### src/hw/wake_pkg.sv
// constants for the wake event, status and ready block
// ----------------------------------------------------------------
// ----------------------------------------------------------------
`default_nettype none
package wake_pkg;
	localparam logic [7:0] power_mgmt_control_offset = 8'h84;
	localparam int ready_bit = 0;
	localparam int out_enable_bit = 1;
	localparam int polarity_bit = 2;
	localparam int pulse_select_bit = 3;
	localparam int cause_lsb = 4;
	localparam int buffer_type_bit = 6;
	localparam int energy_enable_bit = 8;
	localparam int frame_enable_bit = 9;
	localparam int state_lsb = 12;
	localparam logic [1:0] cause_none = 2'h0;
	localparam logic [1:0] cause_energy = 2'h1;
	localparam logic [1:0] cause_frame = 2'h2;
	localparam logic [1:0] cause_multiple = 2'h3;
	localparam logic [1:0] state_normal = 2'h0;
	localparam logic [1:0] state_wake_detect = 2'h1;
	localparam logic [1:0] state_energy_detect = 2'h2;
	localparam logic [1:0] state_reserved = 2'h3;
	localparam longint clock_hz = 200000000;
	localparam longint pulse_ms = 50;
	localparam longint pulse_cycles = (pulse_ms * clock_hz) / 1000;
	localparam longint settle_cycles = 16;
endpackage
`default_nettype wire

### src/hw/wake_pulse_timer.sv
// down-counter that times the wake event output pulse
`default_nettype none
module wake_pulse_timer #(
	parameter int count_width = 24,
	parameter logic [23:0] pulse_len = 24'(wake_pkg::pulse_cycles)
) (
	input wire logic clock,
	input wire logic soft_reset_cmd,
	input wire logic start,
	input wire logic abort,
	output logic busy
);
	logic [count_width-1:0] remain;

	// a new start during a pulse restarts the full length
	always_ff @(posedge clock) begin
		if (soft_reset_cmd || abort) begin
			remain <= '0;
		end else if (start) begin
			remain <= count_width'(pulse_len);
		end else if (remain != '0) begin
			remain <= remain - count_width'(1);
		end
	end

	assign busy = (remain != '0);
endmodule // wake_pulse_timer
`default_nettype wire

### src/hw/wake_event_status_and_ready.sv
// wake cause status, wake event output shaping and device ready flag
//
// The strobed register port and the address map were left to the implementer.
`default_nettype none
module wake_event_status_and_ready #(
	parameter logic [23:0] pulse_len = 24'(wake_pkg::pulse_cycles),
	parameter logic [7:0] settle_len = 8'(wake_pkg::settle_cycles)
) (
	input wire logic clock,
	input wire logic soft_reset_cmd,
	input wire logic [7:0] address,
	input wire logic [31:0] write_data,
	input wire logic write_strobe,
	input wire logic read_strobe,
	output logic [31:0] read_data,
	input wire logic energy_event,
	input wire logic frame_event,
	input wire logic energy_source_active,
	input wire logic frame_source_active,
	input wire logic power_wakeup,
	output logic [1:0] power_state_select,
	output logic wake_event_interrupt,
	output logic wake_event_output_o,
	output logic wake_event_output_oe
);
	// ----------------------------------------------------------------
	// register state
	// ----------------------------------------------------------------
	logic [1:0] wake_cause_status;
	logic wake_out_pulse_select;
	logic wake_out_polarity;
	logic wake_out_enable;
	logic wake_out_buffer_type;
	logic energy_detect_enable;
	logic wake_frame_enable;
	logic ready;
	logic [7:0] settle_count;
	logic hit;
	logic wr;
	logic [1:0] clear_req;
	logic [1:0] new_cause;
	logic [1:0] next_cause;
	logic event_fire;
	logic pulse_busy;
	logic enables_dropped;
	logic wake_active;
	logic level_active;

	assign hit = (address == wake_pkg::power_mgmt_control_offset);
	assign wr = write_strobe && hit;

	// ----------------------------------------------------------------
	// configuration bits
	// ----------------------------------------------------------------
	always_ff @(posedge clock) begin
		if (soft_reset_cmd) begin
			wake_out_pulse_select <= 1'b0;
			wake_out_polarity <= 1'b0;
			wake_out_enable <= 1'b0;
			wake_out_buffer_type <= 1'b0;
			energy_detect_enable <= 1'b0;
			wake_frame_enable <= 1'b0;
		end else if (wr) begin
			wake_out_pulse_select <= write_data[wake_pkg::pulse_select_bit];
			wake_out_polarity <= write_data[wake_pkg::polarity_bit];
			wake_out_enable <= write_data[wake_pkg::out_enable_bit];
			wake_out_buffer_type <= write_data[wake_pkg::buffer_type_bit];
			energy_detect_enable <= write_data[wake_pkg::energy_enable_bit];
			wake_frame_enable <= write_data[wake_pkg::frame_enable_bit];
		end
	end

	// reserved code 11b is refused so the block never enters it
	always_ff @(posedge clock) begin
		if (soft_reset_cmd || power_wakeup) begin
			power_state_select <= wake_pkg::state_normal;
		end else if (wr && write_data[wake_pkg::state_lsb +: 2] != wake_pkg::state_reserved) begin
			power_state_select <= write_data[wake_pkg::state_lsb +: 2];
		end
	end

	// ----------------------------------------------------------------
	// ready flag: drops on power-state change, rises after settling
	// ----------------------------------------------------------------
	always_ff @(posedge clock) begin
		if (soft_reset_cmd || (wr && write_data[wake_pkg::state_lsb +: 2] != wake_pkg::state_normal
				&& write_data[wake_pkg::state_lsb +: 2] != wake_pkg::state_reserved)) begin
			ready <= 1'b0;
			settle_count <= settle_len;
		end else if (power_wakeup) begin
			ready <= 1'b0;
			settle_count <= settle_len;
		end else if (power_state_select == wake_pkg::state_normal) begin
			if (settle_count != 8'h00) begin
				settle_count <= settle_count - 8'h01;
			end else begin
				ready <= 1'b1;
			end
		end
	end

	// ----------------------------------------------------------------
	// wake cause status
	// ----------------------------------------------------------------
	assign new_cause = {frame_event && wake_frame_enable, energy_event && energy_detect_enable};
	assign event_fire = |new_cause;

	// a clear only takes while ready and the matching source is quiet
	always_comb begin
		clear_req = 2'h0;
		if (wr && ready) begin
			clear_req = write_data[wake_pkg::cause_lsb +: 2];
		end
		clear_req = clear_req & ~{frame_source_active, energy_source_active};
		next_cause = (wake_cause_status & ~clear_req) | new_cause;
	end

	// set wins over a clear in the same cycle
	always_ff @(posedge clock) begin
		if (soft_reset_cmd) begin
			wake_cause_status <= wake_pkg::cause_none;
		end else begin
			wake_cause_status <= next_cause;
		end
	end

	// ----------------------------------------------------------------
	// wake event output shaping
	// ----------------------------------------------------------------
	assign enables_dropped = wr && !write_data[wake_pkg::energy_enable_bit]
		&& !write_data[wake_pkg::frame_enable_bit];

	wake_pulse_timer #(
		.count_width(24),
		.pulse_len(pulse_len)
	) pulse_timer (
		.clock(clock),
		.soft_reset_cmd(soft_reset_cmd),
		.start(event_fire && wake_out_pulse_select),
		.abort(next_cause == wake_pkg::cause_none || enables_dropped),
		.busy(pulse_busy)
	);

	// level mode follows the sticky cause while its enable stays on
	assign level_active = |(wake_cause_status & {wake_frame_enable, energy_detect_enable});
	assign wake_active = wake_out_pulse_select ? pulse_busy : level_active;

	// interrupt ignores the output enable
	always_ff @(posedge clock) begin
		if (soft_reset_cmd) begin
			wake_event_interrupt <= 1'b0;
		end else begin
			wake_event_interrupt <= |next_cause;
		end
	end

	// open-drain pulls low when active and floats otherwise
	always_ff @(posedge clock) begin
		if (soft_reset_cmd) begin
			wake_event_output_o <= 1'b0;
			wake_event_output_oe <= 1'b0;
		end else if (!wake_out_enable) begin
			wake_event_output_o <= 1'b0;
			wake_event_output_oe <= 1'b0;
		end else if (!wake_out_buffer_type) begin
			wake_event_output_o <= 1'b0;
			wake_event_output_oe <= wake_active;
		end else begin
			wake_event_output_o <= wake_active ~^ wake_out_polarity;
			wake_event_output_oe <= 1'b1;
		end
	end

	// ----------------------------------------------------------------
	// read port: answers whatever the ready state
	// ----------------------------------------------------------------
	always_ff @(posedge clock) begin
		if (soft_reset_cmd) begin
			read_data <= 32'h00000000;
		end else if (read_strobe && hit) begin
			read_data <= 32'h00000000;
			read_data[wake_pkg::state_lsb +: 2] <= power_state_select;
			read_data[wake_pkg::frame_enable_bit] <= wake_frame_enable;
			read_data[wake_pkg::energy_enable_bit] <= energy_detect_enable;
			read_data[wake_pkg::buffer_type_bit] <= wake_out_buffer_type;
			read_data[wake_pkg::cause_lsb +: 2] <= wake_cause_status;
			read_data[wake_pkg::pulse_select_bit] <= wake_out_pulse_select;
			read_data[wake_pkg::polarity_bit] <= wake_out_polarity;
			read_data[wake_pkg::out_enable_bit] <= wake_out_enable;
			read_data[wake_pkg::ready_bit] <= ready;
		end else begin
			read_data <= 32'h00000000;
		end
	end
endmodule // wake_event_status_and_ready
`default_nettype wire

### config.mk
export PLATFORM = sky130hd
export DESIGN_NAME = wake_event_status_and_ready
export DESIGN_NICKNAME = d
export VERILOG_FILES = /design/src/hw/wake_pkg.sv /design/src/hw/wake_pulse_timer.sv /design/src/hw/wake_event_status_and_ready.sv
export SDC_FILE = /design/constraint.sdc
export NUM_CORES = 1
export LEC_CHECK = 0
export CAP_MARGIN = 0
export CORE_MARGIN = 1
export CORE_UTILIZATION = 67
export CTS_BUF_LIST = sky130_fd_sc_hd__clkbuf_16
export DETAILED_ROUTE_END_ITERATION = 10
export DONT_BUFFER_PORTS = 1
export MAX_ROUTING_LAYER = met4
export PLACE_DENSITY_LB_ADDON = 0.08
export SYNTH_ARGS = -nofsm -noshare
export SYNTH_HDL_FRONTEND = slang
export SYNTH_SLANG_ARGS = --single-unit
### constraint.sdc
create_clock -name clock -period 7.5 [get_ports clock]
set_input_delay 1.5 -clock clock [delete_from_list [all_inputs] [get_ports clock]]
set_output_delay 1.5 -clock clock [all_outputs]
set_load 0.005 [all_outputs]
### Word level (Yosys, flattened, before mapping)

Index checks and enable logic that the tools add are counted.

| cells by class | value |
|---|---|
| multiply operators | 0 |
| add/subtract/negate cells | 2 |
| reductions and logical operators | 33 |
| muxes and demuxes | 5 |
| shift-type cells | 0 |
| magnitude comparators | 0 |
| bitwise operators | 11 |
| divide/modulo/power cells | 0 |
| equal/unequal tests | 2 |

Operator list:

| kind | count |
|---|---|
| two-way mux 24 bit | 2 |
| nonzero test 24 bit | 1 |
| subtractor 24 x 1 -> 24 bit (second input constant) | 1 |
| OR reduction 2 bit | 7 |
| logical AND 1 bit | 11 |
| equality test 8 bit (second input constant) | 1 |
| nonzero test 8 bit | 1 |
| subtractor 8 x 1 -> 8 bit (second input constant) | 1 |
| AND 2 bit | 3 |
| logical NOT 2 bit | 2 |
| logical OR 1 bit | 4 |
| inverter 1 bit | 4 |
| inverter 2 bit | 2 |
| AND reduction 2 bit | 2 |
| nonzero test 2 bit | 2 |
| OR reduction 3 bit | 1 |
| logical NOT 1 bit | 2 |
| two-way mux 1 bit | 2 |
| two-way mux 2 bit | 1 |
| inequality test 2 bit (second input constant) | 1 |
| OR 2 bit | 1 |
| bitwise XNOR 1 bit | 1 |

| storage, ports and cells | value |
|---|---|
| input bits | 49 |
| bits in read-only memories | 0 |
| RAM bits | 0 |
| flip-flop bits (word level) | 78 |
| memories kept | 0 |
| word-level logic and storage cells | 70 |
| latch bits | 0 |

### Longest topological paths before layout

| depth | value |
|---|---|
| depth in word-level cells | 12 |
| depth in mapped cells | 9 |

### By module

From an unflattened synthesis, not the netlist that was laid out.

| unflattened totals | value |
|---|---|
| cells, all modules | 301 |
| area, all modules | 2,791.4 µm² |

By module, submodules not included:

| module | times used | area an instance (µm²) | seq. area each (µm²) | cells each |
|---|---|---|---|---|
| wake_event_status_and_ready | 1 | 1,501.4 | 660.6 | 156 |
| wake_pulse_timer | 1 | 1,290.0 | 480.5 | 145 |

### Least setup slack after synthesis

OpenSTA, ideal clock, no wires.

| timing | value |
|---|---|
| path type | input-to-reg |
| from | input address[5] |
| to | register pulse_timer.remain[0] |
| path buffers | 3 |
| path slack | 3.932 ns |
| stages on the path | 8 |
| data arrival time | 3.451 ns |
| library setup time | 0.117 ns |
| data required time | 7.383 ns |
| cell sequence | or4b_2 > o31ai_1 > a41o_1 > buf_2 > nand2b_1 > clkbuf_1 > buf_2 > nor2_1 |

| on the way | value |
|---|---|
| longest elaborated chain between the ends | 12 |
| elaborated cells between the ends (all ways) | 14 |
| those cells by class | eq/ne (1); mux (1); bitwise (4); reduce/logical (8) |

Ends and longest elaborated chain:

| element | line | text |
|---|---|---|
| start, declared | wake_event_status_and_ready.sv:11 | `input wire logic [7:0] address,` |
| equality test 8 bit * | wake_event_status_and_ready.sv:49 | `assign hit = (address == wake_pkg::power_mgmt_control_offset);` |
| logical AND 1 bit * | wake_event_status_and_ready.sv:50 | `assign wr = write_strobe && hit;` |
| logical AND 1 bit | wake_event_status_and_ready.sv:111 | `if (wr && ready) begin` |
| two-way mux 2 bit | wake_event_status_and_ready.sv:111 |  |
| AND 2 bit | wake_event_status_and_ready.sv:114 | `clear_req = clear_req & ~{frame_source_active, energy_source_active};` |
| inverter 2 bit | wake_event_status_and_ready.sv:115 | `next_cause = (wake_cause_status & ~clear_req) \| new_cause;` |
| AND 2 bit | wake_event_status_and_ready.sv:115 |  |
| OR 2 bit | wake_event_status_and_ready.sv:115 |  |
| logical NOT 2 bit | wake_event_status_and_ready.sv:140 | `.abort(next_cause == wake_pkg::cause_none \|\| enables_dropped),` |
| logical OR 1 bit * | wake_event_status_and_ready.sv:140 |  |
| logical OR 1 bit * | wake_pulse_timer.sv:17 | `if (soft_reset_cmd \|\| abort) begin` |
| OR reduction 2 bit (no line) * | n/a |  |
| end signal, assigned | wake_pulse_timer.sv:20 | `remain <= count_width'(pulse_len);` |
| end signal, assigned | wake_pulse_timer.sv:22 | `remain <= remain - count_width'(1);` |
| end, declared | wake_pulse_timer.sv:13 | `logic [count_width-1:0] remain;` |

Mark *: on every way between the ends. The rest lies on a longest branch, timed or not.
A chain may end at the register's enable or synchronous reset.

### Worst setup path after layout

| timing | value |
|---|---|
| from | input address[5] |
| to | register pulse_timer.remain[3] |

The elaborated chain is that of the path after synthesis.

==> impl_metrics.ini <==
[yosys]
synth.most_common_cell = dfxtp_1
ys_seq_area_share_pct = 43.7
syn_area_mm2 = 0.00261
synth.distinct_cells = 44
async_flop_share_pct = 0
syn_inst = 295
synth_flop_cell = dfxtp_1
yosys.area.top_type = dfxtp_1
synth_edf_count = 0
synth.area.top_cells = dfxtp_1, xor2_1, buf_4, nor2_1, a21oi_1
yosys-top-cells-count = dfxtp_1, nor2_1, xor2_1
syn_avg_cell_area_um2 = 8.86
synth-seq-cells = 57
yosys_warnings = 0
synth_top_area_share_pct = 43.7

[clock_network]
cts_root_buffer = clkbuf_16
cts_htree_levels = 3
cts_num_sinks = 57
cts_resized = 0
cts_hold_buf = 0
insertion_delay_ns = 0.32
cts_setup_buffers = 0
clk_path_buf_depth = 2
numCtsBuffers = 9
cts_tree = yes
clk_pin_slew_ns = 0.05

[timing]
layout_setup_ws_ns = 3.79
finalSetupViolCount = 0
tightest_slew_ns = 1.10
max_freq_mhz = 270
whs_ns = 0.483
post-route-min-period_ns = 3.71
finalCritPeriodShare_pct = 49.5
clock-skew-final_ns = 0.00488
slew_headroom_pct = 26.0
slew_violations = 0
hold_viol_final = 0
tns_ns = 0
rsz0062_at_grt = false

[routing]
vias = 2064
wl_per_cell_um = 14.9
drt_pass1_iterations = 4
drt-initial-drc-count = 206
wl_um = 5180
drc = 0
ant_nets = 0
viasPerCell = 5.93

[worst_setup_path]
r2r_setup_slack_ns = 4.74
endpoint_kind = register
arrival_ns = 3.88
r2r_cells = 5
endpoint = pulse_timer.remain[3]$_SDFFE_PP0N_
required_ns = 7.67
worstPathMaxFanout = 16
crit-reg2reg-launch = pulse_timer.remain[2]$_SDFFE_PP0N_
worstSetupStartpointType = input pin
critPathKind = input pin to register
reg2reg_to = pulse_timer.remain[19]$_SDFFE_PP0P_
startpoint = address[5]

[cells_and_area]
num_antenna_cells = 0
areaGrowthSynthToFinish_pct = 7.47
fin_nets = 347
final_layout_size_suffix_gt1_share_pct = 7.33

[pwr]
peakVddDrop_mv = 0.206
p_per_area_mw_per_mm2 = 242
power_uw = 680
cellLeakagePower_nw = 1.13

[global_routing]
grt_pass1_wl_um = 8540
grtUsageTotal_pct = 27.9
grt_overflow_total = 0
antenna_found_initial = 0
grt_pass1_vias = 1849
grt_start_max_net_pins = 17

[floorplan]
die_h_um = 64.4
core_area_mm2 = 0.00369
initial_utilization_pct = 70.8
die_w_um = 64.4
fp.dieArea_mm2 = 0.00415
placementRows = 22
io_pins = 86

[placed_design]
place_congestion = 0.842
pre_cts_ws_ns = 3.58
portBuffers = 0
hpwl_um = 3400

[run_status]
status = complete, no violations

[hold_path]
min_path_type = register to register

[flow_run]
drv_cap = 0
## registers in the layout, summed over array words and instances, names as in the netlist
register               cells
wake_out_polarity          1
wake_event_output_o        1
wake_cause_status          2
read_data                 11
energy_detect_enable       1
power_state_select         2
pulse_timer.remain        24
ready                      1
wake_event_output_oe       1
wake_event_interrupt       1
wake_out_enable            1
wake_frame_enable          1
settle_count               8
wake_out_buffer_type       1
wake_out_pulse_select      1
## cell type report
class	count	area (µm²)
multi-input combinational	219	1320
clock buffer	9	225
sequential	57	1140
inverter	7	26.3
tap	48	60.1
timing repair buffer	1	7.51
fill	269	881
clock inverter	7	30.0
## where the power goes
part	switching (mW)	total [mW]	leakage [nW]	internal, mW
clock network	0.129	0.345	0.136	0.216
registers	0.00310	0.310	0.460	0.307
logic	0.0150	0.0247	0.537	0.00971
total	0.147	0.680	1.13	0.533
## stage by stage
| stage | util, % | std cells | area [µm²] |
|---|---|---|---|
| 2_1_floorplan | - | 315 | 2690 |
| 3_3_place_gp | 69.2 | 332 | 2550 |
| 3_5_place_dp | 69.2 | 332 | 2550 |
| 4_1_cts | 76.1 | 348 | 2810 |
| 5_1_grt | 76.1 | 348 | 2810 |
| 6_report | 76.1 | 348 | 2810 |
## layout by cell type (no fill, tap or decap), types with 4 or more instances in the layout
cell / instances
nor4_1: 10
or3_1: 7
nor3_1: 4
nor2_1: 39
o21ai_0: 8
xnor2_1: 6
nand2_1: 13
inv_1: 9
or4_1: 5
xor2_1: 22
nand3_1: 8
a21oi_1: 15
conb_1: 21
dfxtp_1: 57
and2_1: 11
clkbuf_16: 9
nand4b_1: 5
o211ai_1: 6
## worst max-delay path: stages
cell and delay [ns]:
or4b_2 0.73, o31ai_1 0.41, a41o_1 0.47, nand2b_1 0.64
nor2_1 0.13
## how the worst min path moves through the flow
stage / from / endpoint / slack (ns) / depth (start not counted)
after global routing: wake_out_enable$_SDFFE_PP0N_ / wake_event_output_oe$_SDFF_PP0_ / 0.50 / 1
final: wake_out_enable$_SDFFE_PP0N_ / wake_event_output_oe$_SDFF_PP0_ / 0.48 / 1
after floorplan: wake_out_enable$_SDFFE_PP0N_ / wake_event_output_oe$_SDFF_PP0_ / 0.45 / 1
after CTS: wake_out_buffer_type$_SDFFE_PP0N_ / wake_out_buffer_type$_SDFFE_PP0N_ / 0.48 / 2
after global placement: wake_out_enable$_SDFFE_PP0N_ / wake_out_enable$_SDFFE_PP0N_ / 0.46 / 2
after detailed placement: wake_out_enable$_SDFFE_PP0N_ / wake_out_enable$_SDFFE_PP0N_ / 0.47 / 2
## metal layers
metal / part of all wire, % / vias up / track usage (%)
met2: 46 / 93 / 42.8
met1: 46 / 965 / 34.7
li1: - / 994 / -
met4: 1.6 / 0 / 10.3
met5: 0 / - / -
met3: 6.6 / 12 / 8.45
## kinds of logic (layout without fill, tap and decap cells)
kind of cell | count (synthesis) | after routing | share of synthesized area [%]
buffers and inverters | 39 | 24 | 8.76
other | 1 | 21 | 0.144
DFF | 57 | 57 | 43.7
AOI/OAI and AO/OA | 47 | 47 | 11.8
and+or+nand+nor | 118 | 118 | 24.0
xor gates and xnor gates | 28 | 28 | 9.39
adders and majority gates | 3 | 3 | 1.44
muxes | 2 | 2 | 0.766
No activity file was read; power rests on OpenSTA's default activity.
